<file path="src/ebm_params.svh">
`ifndef EBM_PARAMS_SVH
`define EBM_PARAMS_SVH
`define EBM_OFS_CFG 8'h00
`define EBM_OFS_STATUS 8'h04
`define EBM_OFS_TRAPADR 8'h08
`define EBM_SEGDIS_BIT 11
`define EBM_ACTIVE_BIT 10
`define EBM_BHDIS_BIT 9
`define EBM_TYPE_HI 7
`define EBM_TYPE_LO 6
`define EBM_WAIT_HI 3
`define EBM_WAIT_LO 0
`define EBM_WAIT_SLOW 4'hf
`define EBM_CFG_MASK 16'h0ecf
`define EBM_FIX_BASE 16'hfa00
`define EBM_ROM_SEG0 3'h0
`define EBM_ROM_SEG1 3'h2
`define EBM_RST_VEC 18'h00000
`define EBM_PIN_SINGLE 3'h4
`endif

</file>
<file path="src/ebm_pkg.sv">
package ebm_pkg;
  typedef enum logic [2:0] {
    MD_SINGLE = 3'b000,
    MD_8NM    = 3'b001,
    MD_8M     = 3'b010,
    MD_16M    = 3'b011,
    MD_16NM   = 3'b100
  } ebm_mode_t;
  typedef enum logic [1:0] {
    ST_IDLE = 2'b00,
    ST_ADDR = 2'b01,
    ST_DATA = 2'b10
  } ebm_st_t;
  typedef struct packed {
    logic        valid;
    logic [17:0] addr;
    logic        word;
    logic        write;
    logic [15:0] wdata;
  } ebm_req_t;
  typedef struct packed {
    logic        psel;
    logic        penable;
    logic        pwrite;
    logic [7:0]  paddr;
    logic [31:0] pwdata;
  } ebm_apb_t;
  typedef struct packed {
    logic [15:0] p0_out;
    logic [1:0]  p0_oe;
    logic [15:0] p1_out;
    logic        p1_oe;
    logic [1:0]  p4_out;
    logic        p4_oe;
    logic        ale;
    logic        rd_n;
    logic        wr_n;
    logic        byte_high_enable_n;
    logic        byte_high_oe;
  } ebm_pins_t;
endpackage : ebm_pkg

</file>
<file path="src/ebm_top.sv">
// How it works
// - reset samples three config pins into register
// - pin codes pick single chip or bus
// - active bit set: type picks bus mode
// - active clear during init: type sets rom
// - after end of init rom setup locked
// - 8-bit mux: address/data on port0 low
// - 16-bit mux: address/data on full port0
// - non-mux: address port1, data port0
// - port4 upper address until segmentation disabled
// - byte high enable if 16-bit at reset
// - 0fa00h to 0ffffh always internal
// - single chip pin code 100 only: low 32k internal rom
// - 08000h-0f9ffh external; other segments external unless rom moved to 10000h-17fffh
// - no external above 0ffffh unsegmented/single
// - reset clears instruction and segment pointers
// - single chip external access traps
// - single chip leaves ports 0,1,4 free
// - software may leave single chip mode
// - reset sets slowest bus timing
// - 8-bit word split low byte first
// - byte high enable and a0 select lanes
`timescale 1ns/100ps
`include "ebm_params.svh"
module ebm_top (
  input  wire logic              CLK,
  input  wire logic              RST,
  input  wire logic              BUS_CFG_PIN_LO,
  input  wire logic              BUS_CFG_PIN_HI,
  input  wire logic              BUS_ACTIVE_SELECT,
  input  wire logic              END_OF_INIT,
  input  wire ebm_pkg::ebm_req_t REQ,
  input  wire logic [15:0]       P0_IN,
  input  wire ebm_pkg::ebm_apb_t APB,
  output logic [31:0]            PRDATA,
  output logic                   PREADY,
  output logic                   PSLVERR,
  output ebm_pkg::ebm_pins_t     PINS,
  output logic                   ACC_DONE,
  output logic                   ACC_INTERNAL,
  output logic                   ACC_TRAP,
  output logic [15:0]            RDATA,
  output logic                   BOOT_INTERNAL,
  output logic [17:0]            BOOT_VECTOR
);
  import ebm_pkg::*;

  typedef struct packed {
    logic [2:0]  cfg_s1;
    logic [2:0]  cfg_s2;
    logic [15:0] p0_s1;
    logic [15:0] p0_s2;
    logic [15:0] cfg;
    logic        init_done;
    logic        rom_en;
    logic        rom_seg1;
    logic        ext_off;
    logic        rst16;
    logic        boot_internal;
    logic [17:0] boot_vec;
    ebm_st_t     st;
    logic [3:0]  waitcnt;
    logic        second;
    ebm_req_t    cur;
    ebm_pins_t   pins;
    logic        done;
    logic        internal;
    logic        trap;
    logic [15:0] rdata;
    logic [17:0] trap_addr;
    logic        pready;
    logic        pslverr;
    logic [31:0] prdata;
  } ebm_regs_t;

  ebm_regs_t r;
  ebm_regs_t n;
  ebm_mode_t m;
  ebm_mode_t nm;
  logic      eight;
  logic      mux;
  logic      fixed_hit;
  logic      rom_hit;
  logic [7:0] wbyte;

  function automatic ebm_mode_t mode_of(input logic [15:0] c);
    if (!c[`EBM_ACTIVE_BIT]) begin
      mode_of = MD_SINGLE;
    end else begin
      case (c[`EBM_TYPE_HI:`EBM_TYPE_LO])
        2'b00:   mode_of = MD_8NM;
        2'b01:   mode_of = MD_8M;
        2'b10:   mode_of = MD_16M;
        default: mode_of = MD_16NM;
      endcase
    end
  endfunction : mode_of

  always_comb begin
    n = r;
    m = mode_of(r.cfg);
    n.cfg_s1 = {BUS_ACTIVE_SELECT, BUS_CFG_PIN_HI, BUS_CFG_PIN_LO};
    n.cfg_s2 = r.cfg_s1;
    n.p0_s1 = P0_IN;
    n.p0_s2 = r.p0_s1;
    n.done = 1'b0;
    n.internal = 1'b0;
    n.trap = 1'b0;
    n.pready = 1'b0;
    n.pslverr = 1'b0;

    // read data and error are settled in setup so they stand with pready
    if (APB.psel && !APB.penable) begin
      n.pready = 1'b1;
      n.prdata = 32'h0;
      case (APB.paddr)
        `EBM_OFS_CFG: begin
          n.prdata = {16'h0, r.cfg};
        end
        `EBM_OFS_STATUS: begin
          n.prdata = {23'h0, r.init_done, r.rom_en, r.rom_seg1, r.ext_off, m, r.st};
          n.pslverr = APB.pwrite;
        end
        `EBM_OFS_TRAPADR: begin
          n.prdata = {14'h0, r.trap_addr};
          n.pslverr = APB.pwrite;
        end
        default: begin
          n.pslverr = 1'b1;
        end
      endcase
    end
    if (APB.psel && APB.penable && r.pready && APB.pwrite && APB.paddr == `EBM_OFS_CFG) begin
      n.cfg = APB.pwdata[15:0] & `EBM_CFG_MASK;
      if (!r.init_done && !APB.pwdata[`EBM_ACTIVE_BIT]) begin
        case (APB.pwdata[`EBM_TYPE_HI:`EBM_TYPE_LO])
          2'b00: begin
            n.rom_en = 1'b1;
            n.rom_seg1 = 1'b0;
          end
          2'b01: begin
            n.rom_en = 1'b1;
            n.rom_seg1 = 1'b1;
          end
          2'b10: begin
            n.rom_en = 1'b0;
          end
          default: begin
            n.ext_off = 1'b1;
          end
        endcase
      end
    end
    if (END_OF_INIT) begin
      n.init_done = 1'b1;
    end

    fixed_hit = REQ.addr[17:16] == 2'b00 && REQ.addr[15:0] >= `EBM_FIX_BASE;
    rom_hit = r.rom_en && REQ.addr[17:15] == (r.rom_seg1 ? `EBM_ROM_SEG1 : `EBM_ROM_SEG0);
    eight = m == MD_8NM || m == MD_8M;
    case (r.st)
      ST_IDLE: begin
        if (REQ.valid && !r.done) begin
          n.cur = REQ;
          n.second = 1'b0;
          if (fixed_hit) begin
            n.internal = 1'b1;
            n.done = 1'b1;
          end else if (rom_hit) begin
            n.internal = 1'b1;
            n.done = 1'b1;
          end else if (m == MD_SINGLE || (r.cfg[`EBM_SEGDIS_BIT] && REQ.addr[17:16] != 2'b00)) begin
            n.trap = 1'b1;
            n.done = 1'b1;
            n.trap_addr = REQ.addr;
          end else begin
            n.st = ST_ADDR;
          end
        end
      end
      ST_ADDR: begin
        n.st = ST_DATA;
        n.waitcnt = r.cfg[`EBM_WAIT_HI:`EBM_WAIT_LO];
      end
      ST_DATA: begin
        if (r.waitcnt != 4'h0) begin
          n.waitcnt = r.waitcnt - 4'h1;
        end else begin
          if (!eight) begin
            n.rdata = r.p0_s2;
          end else if (r.second) begin
            n.rdata[15:8] = r.p0_s2[7:0];
          end else begin
            n.rdata = {8'h00, r.p0_s2[7:0]};
          end
          if (eight && r.cur.word && !r.second) begin
            n.second = 1'b1;
            n.cur.addr = r.cur.addr + 18'h1;
            n.st = ST_ADDR;
          end else begin
            n.st = ST_IDLE;
            n.done = 1'b1;
          end
        end
      end
      default: begin
        n.st = ST_IDLE;
      end
    endcase

    if (RST) begin
      // syncs keep running so the last reset cycle sees settled pins
      n.cfg = 16'h0;
      n.cfg[`EBM_ACTIVE_BIT] = !r.cfg_s2[2];
      n.cfg[`EBM_TYPE_HI:`EBM_TYPE_LO] = r.cfg_s2[1:0];
      n.cfg[`EBM_WAIT_HI:`EBM_WAIT_LO] = `EBM_WAIT_SLOW;
      n.rom_en = r.cfg_s2 == `EBM_PIN_SINGLE;
      n.rom_seg1 = 1'b0;
      n.ext_off = r.cfg_s2[2];
      n.rst16 = !r.cfg_s2[2] && r.cfg_s2[1];
      n.boot_internal = r.cfg_s2 == `EBM_PIN_SINGLE;
      n.boot_vec = `EBM_RST_VEC;
      n.init_done = 1'b0;
      n.st = ST_IDLE;
      n.waitcnt = 4'h0;
      n.second = 1'b0;
      n.cur = '0;
      n.done = 1'b0;
      n.internal = 1'b0;
      n.trap = 1'b0;
      n.rdata = 16'h0;
      n.trap_addr = 18'h0;
      n.pready = 1'b0;
      n.pslverr = 1'b0;
      n.prdata = 32'h0;
    end

    // pins follow the next state so every pin leaves a flip-flop
    nm = mode_of(n.cfg);
    mux = nm == MD_8M || nm == MD_16M;
    wbyte = (n.cur.word && n.cur.addr[0]) ? n.cur.wdata[15:8] : n.cur.wdata[7:0];
    n.pins = '0;
    n.pins.rd_n = 1'b1;
    n.pins.wr_n = 1'b1;
    n.pins.byte_high_enable_n = 1'b1;
    if (nm != MD_SINGLE) begin
      n.pins.p4_oe = !n.cfg[`EBM_SEGDIS_BIT];
      n.pins.p4_out = n.cur.addr[17:16];
      if (!mux) begin
        n.pins.p1_oe = 1'b1;
        n.pins.p1_out = n.cur.addr[15:0];
      end
      if (n.st == ST_ADDR) begin
        n.pins.ale = 1'b1;
        if (nm == MD_8M) begin
          n.pins.p0_out = {8'h00, n.cur.addr[7:0]};
          n.pins.p0_oe = 2'b01;
        end else if (nm == MD_16M) begin
          n.pins.p0_out = n.cur.addr[15:0];
          n.pins.p0_oe = 2'b11;
        end
      end
      if (n.st == ST_DATA) begin
        n.pins.rd_n = n.cur.write;
        n.pins.wr_n = !n.cur.write;
        if (n.cur.write) begin
          if (nm == MD_8M || nm == MD_8NM) begin
            n.pins.p0_out = {8'h00, wbyte};
            n.pins.p0_oe = 2'b01;
          end else begin
            // a byte goes on both lanes; the enables pick the memory
            n.pins.p0_out = n.cur.word ? n.cur.wdata : {wbyte, wbyte};
            n.pins.p0_oe = 2'b11;
          end
        end
      end
      n.pins.byte_high_oe = n.rst16 && !n.cfg[`EBM_BHDIS_BIT] && !(nm == MD_8M || nm == MD_8NM);
      if (n.pins.byte_high_oe && n.st != ST_IDLE) begin
        n.pins.byte_high_enable_n = !(n.cur.word || n.cur.addr[0]);
      end
    end
  end

  always_ff @(posedge CLK) begin
    r <= n;
  end

  assign PRDATA = r.prdata;
  assign PREADY = r.pready;
  assign PSLVERR = r.pslverr;
  assign PINS = r.pins;
  assign ACC_DONE = r.done;
  assign ACC_INTERNAL = r.internal;
  assign ACC_TRAP = r.trap;
  assign RDATA = r.rdata;
  assign BOOT_INTERNAL = r.boot_internal;
  assign BOOT_VECTOR = r.boot_vec;
endmodule : ebm_top

</file>
<file path="config.mk">
export PLATFORM = sky130hd
export DESIGN_NAME = ebm_top
export DESIGN_NICKNAME = d
export VERILOG_FILES = /design/src/ebm_pkg.sv /design/src/ebm_top.sv
export VERILOG_INCLUDE_DIRS = /design/src
export SDC_FILE = /design/constraint.sdc
export NUM_CORES = 1
export LEC_CHECK = 0
export ABC_AREA = 1
export BUFFER_PORTS_ARGS = -buffer_cell sky130_fd_sc_hd__buf_2
export CORE_UTILIZATION = 60
export CTS_BUF_LIST = sky130_fd_sc_hd__clkbuf_4 sky130_fd_sc_hd__clkbuf_8
export CTS_CLUSTER_SIZE = 16
export DETAILED_ROUTE_END_ITERATION = 7
export PLACE_DENSITY_LB_ADDON = 0.08
export RECOVER_POWER = 50
export SLEW_MARGIN = 15
export SYNTH_ARGS = -nofsm -noshare
export SYNTH_HDL_FRONTEND = slang
export SYNTH_SLANG_ARGS = --single-unit
</file>
<file path="constraint.sdc">
create_clock -name CLK -period 3.9 [get_ports CLK]
set_clock_uncertainty 0.2 [all_clocks]
set_input_delay 0.39 -clock CLK [delete_from_list [all_inputs] [get_ports CLK]]
set_output_delay 0.39 -clock CLK [all_outputs]
set_load 0.02 [all_outputs]
</file>
Word level (Yosys, flattened, before mapping). Index checks and enable logic that the tools add are counted.

Bits in registers: 211. Latch bits: 0. Bits in writable memories: 0. Memory bits (read-only): 0. Output and inout port bits: 115. Word-level logic and storage cells: 200. Memories kept: 0.

Add/sub/neg operators: 2. $mul: 0. Div/mod/pow operators: 0. $lt $le $gt $ge: 1. Equal/unequal tests: 25. Shift-type cells: 0. Muxes and demuxes: 57. Bitwise logic cells: 7. Reductions and logical operators: 68.

Operators with widths (count): $mux W18 (9); $mux W80 (1); $pmux W18 S3 (1); $mux W38 (1); $pmux W18 S2 (1); $mux W34 (1); $mux W16 (2); $mux W8 (3); $add A18 B1 Y18 const B (1); $pmux W3 S3 (2); $logic_and A1 B1 Y1 (17); $ge A16 B16 Y1 const B (1); $mux W1 (15); $mux W3 (5); $mux W2 (7); $reduce_bool A2 Y1 (7); $mux W12 (1); $reduce_and A3 Y1 (4); $logic_not A1 Y1 (11); $eq A2 B1 Y1 const B (5); $eq A2 B2 Y1 const B (5); $logic_not A2 Y1 (5); $ne A2 B2 Y1 const B (5); $pmux W1 S2 (5); 23 further kinds (45).

Longest topological paths before layout. Gate-level depths: netlist of run 1.

Depth after elaboration: 20. Depth in mapped cells: 18.

Worst setup path before layout of run 1. OpenSTA, ideal clock, no wires.

Kind: in2reg. From: input APB[37] in the netlist's numbering. To: register r (netlist bit PINS[36]). Arrival: 2.312 ns. Slack: 1.318 ns. Cell stages on the path: 15. Path through: nor2_1 nand2_1 nor2_4 nand2_1 clkbuf_1 o21ai_0 and2_1 inv_1 ha_1 inv_1 nor2_1 o211ai_1 nor2_4 nand3_1 a21oi_1.

RTL lines: start: declaration (RTL line ebm_top.sv:34) `input wire ebm_pkg::ebm_apb_t APB,`; end signal: assignment (RTL line ebm_top.sv:285) `r <= n;`; end: declaration (RTL line ebm_top.sv:76) `ebm_regs_t r;`.

==> results of run 1 <==
-- final timing paths --
check / from / end / slack, ps / cells after the start
worst max register to register: PREADY / PINS[42] / 950 / 13
worst max-delay path: APB[40] / PINS[42] / 720 / 15
worst min register to register: n[198] / r[198] / 140 / 0
worst min-delay path: APB[7] / r[179] / 20 / 4
-- routing by layer --
| metal | GRT usage | wire (um) |
|---|---|---|
| met1 | 0.402 | 10200 |
| met2 | 0.482 | 10300 |
| met3 | 0.0485 | 1520 |
| met4 | 0.0978 | 454 |
| met5 | 0 | 0 |
-- power by group through the flow --
stage	clock network (W)	logic, W	registers, W
global placement	0	0.000832	0.00227
finish	0.00141	0.000890	0.00224
floorplan	0	0.000692	0.00225
detailed placement	0	0.000848	0.00228
global route	0.00151	0.000990	0.00225
CTS	0.00143	0.000888	0.00223
-- cells in the mapped netlist (9+ instances only) --
cell / n / area share
nand3_1: 96 / 0.054
nand4_1: 15 / 0.010
dfxtp_1: 193 / 0.43
o211ai_1: 24 / 0.020
inv_1: 108 / 0.045
a221oi_1: 16 / 0.016
nor3_1: 21 / 0.012
nand2_2: 9 / 0.0063
nor2_1: 136 / 0.057
clkbuf_1: 18 / 0.0075
o21ai_0: 53 / 0.030
buf_4: 115 / 0.096
nand2_1: 206 / 0.086
buf_2: 13 / 0.0072
a21oi_1: 59 / 0.033
-- critical path, delay by kind of cell --
kind / cells / cell delay, ps
compound gates: 3 / 580
fa+ha+maj: 1 / 260
buf+inv: 4 / 750
simple gates: 7 / 1400
-- flip-flops by register name, indices dropped and copies added, names as in the netlist --
signal,flops
n,19
r,94
PSLVERR,1
PRDATA,18
ACC_TRAP,1
RDATA,16
PREADY,1
ACC_INTERNAL,1
BOOT_INTERNAL,1
ACC_DONE,1
PINS,43
-- area by class of cell --
class,instances,area (um2),area share
timing repair buffer,222,1270,0.126
inverter,117,442,0.0440
clock buffer,17,234,0.0233
tap,184,230,0.0230
multi-input combinational,741,3680,0.367
sequential,196,3950,0.394
clock inverter,15,223,0.0222
-- per-stage QoR --
step | total power, W | area (um2) | hold WS [ps] | utilization
global placement | 0.00311 | 9220 | 111 | 0.632
floorplan | 0.00295 | 9090 | 110 | -
finish | 0.00454 | 10000 | 21.5 | 0.687
detailed placement | 0.00312 | 9220 | 112 | 0.632
global route | 0.00475 | 10000 | 15.3 | 0.687
CTS | 0.00455 | 10100 | 0.185 | 0.695
-- cell families (layout without fill, tap and decap cells) --
logic type	Yosys count	count (layout)	share of synthesized area
other cells	1	32	0.000418
buf+inv	267	371	0.163
compound gates	186	186	0.126
simple gates	507	507	0.252
xor+xnor	8	8	0.00781
flops	196	196	0.441
fa+ha+maj	8	8	0.0112
-- what timing repair did --
action | in CTS | in global routing
hold endpoints to repair | 46 | 0
hold buffers | 46 | 0
resized for setup | 0 | 0
endpoints found under the setup margin | 0 | 0
==> results.toml, run 1 <==
[global_route]
grt_start_max_net_pins = 64
grt_pass1_wl_mm = 36.7
grtUsageTotal = 0.297
overflow = 0
grt_pass1_vias = 7423
antenna_found_initial = 0

[run_status]
status = "finished, violations left"
violations = "capacitance limit, slew limit"

[floorplan]
floorplan.initialDensity = 0.615
die_area_um2 = 15500
die_y_um = 124
top_level_ports = 217
core_area_um2 = 14600
rows = 44
die_w_um = 124

[timing]
setup_slack_ps = 719
min_period_over_period = 0.816
maxSlewHeadroom = -0.0129
hold_viol_final = 0
tightest_slew_ps = 1520
setup_viol = 0
grt_setup_unrepaired = "no"
post-route-min-period_ps = 3180
setup_tns_ps = 0
fmax_ghz = 0.314
slew_viol_final = 64

[pwr]
p_int_w = 0.00295
p_per_area_nw_per_um2 = 452
switchingPower_w = 0.00158
ir_drop_v = 0.000311
p_clk_frac = 0.311
p_comb_frac = 0.196
power_leakage_nw = 4.40
p_seq_frac = 0.493
swShare = 0.349

[cells_and_area]
final_common_cell = "nand2_1"
antenna_cells = 0
drive_above_1_share = 0.124
fin_cells = 1492
nets = 1405
area_growth_pct = 11.7
final_cell_mix = "206 x nand2_1, 193 x dfxtp_1, 136 x nor2_1"
fillCellCount = 1285

[clock_tree]
h-tree-depth = 4
clk_latency_ps = 490
numCtsBuffers = 17
clock_path_buffers = 2
cts-root-buf = "clkbuf_8"
clkSinkCount = 196
cts_setup_buffers = 0
cts_tree = "done"
clk_pin_slew_ps = 120

[drt]
routed_wl_mm = 22.4
drt_iter0_markers = 625
via_count = 7931
drtPass1Iterations = 5
via_per_inst = 5.32
antenna_left = 0
post-route-drc-count = 0
routedWlPerCell_um = 15.0

[job]
drv_cap = 1

[placement]
port_buffers = 161
place_congestion = 0.917
dp_hpwl_mm = 15.6
numPlacedInstances = 1414
pre_cts_ws_ps = 742

[logic_synthesis]
ys_seq_area_frac = 0.441
synthCells = 1173
synth_area_per_cell_um2 = 7.65
synthArstFlopShare = 0
synth_seq_cells = 196
synth.distinct_cells = 52
syn_area_um2 = 8970
synth_ff_type = "dfxtp_1"
ys.warnings.count = 0
synth_edf_count = 3

[critical_path]
max_stage_delay_ps = 540
cp_slowest_cell = "dlygate4sd3_1"
end_kind = "register"
crit_arrival_ps = 3390
crit_chain = "dlygate4sd3_1 > buf_2 > nand2_1 > nor2_1 > nand2_1 > o21ai_0 > and2_1 > inv_1 > ha_1 > inv_1 > nor2_1 > o211ai_1 > nor2_4 > nand3_1 > a21oi_1"
cp_max_fo = 9
path_class = "in -> reg"
cp-start-kind = "primary input"
required_ps = 4110

[worst_hold_path]
min-delay-path-class = "in -> reg"
(Power assumes the default switching activity.)
==> run 2: changes to the inputs <==
--- a/config.mk
+++ b/config.mk
@@ -8,7 +8,7 @@
 export LEC_CHECK = 0
 export ABC_AREA = 1
 export BUFFER_PORTS_ARGS = -buffer_cell sky130_fd_sc_hd__buf_2
-export CORE_UTILIZATION = 60
+export CORE_UTILIZATION = 50
 export CTS_BUF_LIST = sky130_fd_sc_hd__clkbuf_4 sky130_fd_sc_hd__clkbuf_8
 export CTS_CLUSTER_SIZE = 16
 export DETAILED_ROUTE_END_ITERATION = 7
==> constraint.sdc (replaced) <==
create_clock -name CLK -period 2.6 [get_ports CLK]
set_clock_uncertainty 0.2 [all_clocks]
set_input_delay 0.26 -clock CLK [delete_from_list [all_inputs] [get_ports CLK]]
set_output_delay 0.26 -clock CLK [all_outputs]
set_load 0.02 [all_outputs]
==> results.toml, run 2 (same netlist as run 1, synthesis figures left out) <==
[run_status]
status = "complete, no violations"

[job]
drv_cap = 0

[worst_hold_path]
min-delay-path-class = "in -> reg"

[pwr]
power_w = 0.00707
p_per_area_nw_per_um2 = 650
power_leakage_nw = 5.08
ir_drop_v = 0.000482

[cells_and_area]
final_cell_mix = "203 x nand2_1, 193 x dfxtp_1, 158 x buf_2"
top_register = "r"
nets = 1471
drive_above_1_share = 0.219
fillCellCount = 1633
largest_reg_flops = 94
fin_cells = 1599
area_growth_pct = 21.1
final_common_cell = "nand2_1"
final_cell_area_um2 = 10900
antenna_cells = 0

[clock_tree]
clk_latency_ps = 490
clk_pin_slew_ps = 120
cts_tree = "done"
h-tree-depth = 4
numCtsBuffers = 17
clock_path_buffers = 2
clkSinkCount = 196
cts-root-buf = "clkbuf_8"

[critical_path]
cp-start-kind = "register"
required_ps = 2840
cp_slowest_cell = "dfxtp_1"
crit_arrival_ps = 2660
max_stage_delay_ps = 350
crit_top_cell = "nor2_4"
end_kind = "register"
crit_chain = "nand2_1 > nor2_4 > nand2_4 > o21ai_1 > and2_1 > inv_1 > ha_1 > inv_1 > nor2_4 > o211ai_1 > buf_4 > nor2_4 > buf_4 > nor2_1 > nor2_1"
path_class = "reg -> reg"
cp_max_fo = 5

[placement]
dp_hpwl_mm = 17.0
numPlacedInstances = 1492
pre_cts_ws_ps = -89.7
dpl_cell_area_um2 = 9580
place_congestion = 0.922
port_buffers = 161

[floorplan]
top_level_ports = 217
rows = 48
floorplan.initialDensity = 0.515
die_w_um = 136
die_y_um = 136
core_area_um2 = 17400
die_area_um2 = 18500

[drt]
routed_wl_mm = 24.3
routedWlPerCell_um = 15.2
via_count = 8141
antenna_left = 0
drtPass1Iterations = 5
drt_iter0_markers = 532
via_per_inst = 5.09
post-route-drc-count = 0

[timing]
min_period_over_period = 0.931
setup_slack_ps = 179
setup_viol = 0
slew_viol_final = 0
tightest_slew_ps = 830
post-route-min-period_ps = 2420
hold_viol_final = 0
setup_tns_ps = 0
fmax_ghz = 0.413
maxSlewHeadroom = 0.446

[global_route]
antenna_found_initial = 0
grtUsageTotal = 0.268
grt_pass1_vias = 7461
grt_pass1_wl_mm = 38.1
overflow = 0
grt_start_max_net_pins = 51
==> run 2: worst max-delay path, delay by kind of cell, from the launching register on <==
family          cells  cell delay (ps)
compound gates      2              220
fa+ha+maj           1              260
buf+inv             4              420
flops               1              350
simple gates        8              920
==> run 2: through the flow <==
stage                     hold WS (ps)   util
after floorplan                   87.7      -
after global placement             111  0.550
after detailed placement           112  0.550
after CTS                        0.929  0.616
after global routing              45.9  0.624
final                             28.6  0.624
==> run 2: worst paths after layout <==
path / start / endpoint / slack, ps / cells past startpoint
worst max-delay path: PREADY / PINS[26] / 180 / 15
worst min-delay path: RST / r[188] / 30 / 4
worst max register to register: PREADY / PINS[26] / 180 / 15
worst min register to register: n[206] / r[206] / 130 / 0
==> run 2: final cells by class <==
| type | count | area [um2] | area share |
|---|---|---|---|
| tap | 225 | 282 | 0.0259 |
| multi-input combinational | 742 | 3780 | 0.347 |
| clock inverter | 15 | 223 | 0.0205 |
| clock buffer | 17 | 234 | 0.0215 |
| inverter | 117 | 442 | 0.0406 |
| timing repair buffer | 287 | 1960 | 0.180 |
| sequential | 196 | 3950 | 0.364 |
==> run 2: metal layers <==
| metal | vias to the layer above | wire length [um] | global-route usage |
|---|---|---|---|
| li1 | 4064 | - | - |
| met1 | 3771 | 11200 | 0.362 |
| met2 | 279 | 11400 | 0.437 |
| met3 | 27 | 1400 | 0.0459 |
| met4 | 0 | 375 | 0.0796 |
| met5 | - | 0 | 0 |
==> run 2: power by group <==
| group | total, W | switching [W] | internal, W | leakage, nW |
|---|---|---|---|---|
| clock network | 0.00219 | 0.00139 | 0.000797 | 0.224 |
| logic | 0.00153 | 0.000970 | 0.000563 | 3.24 |
| registers | 0.00335 | 0.000126 | 0.00322 | 1.62 |
| total | 0.00707 | 0.00249 | 0.00458 | 5.08 |
==> run 2: repair_timing <==
item                                    CTS  global route
pin swaps                                 5             9
endpoints found under the hold margin    75             1
gates cloned                              1             0
endpoints found under the setup margin    9            31
hold buffers                             66             1
resized for setup                         5            20
setup buffers                             2             6
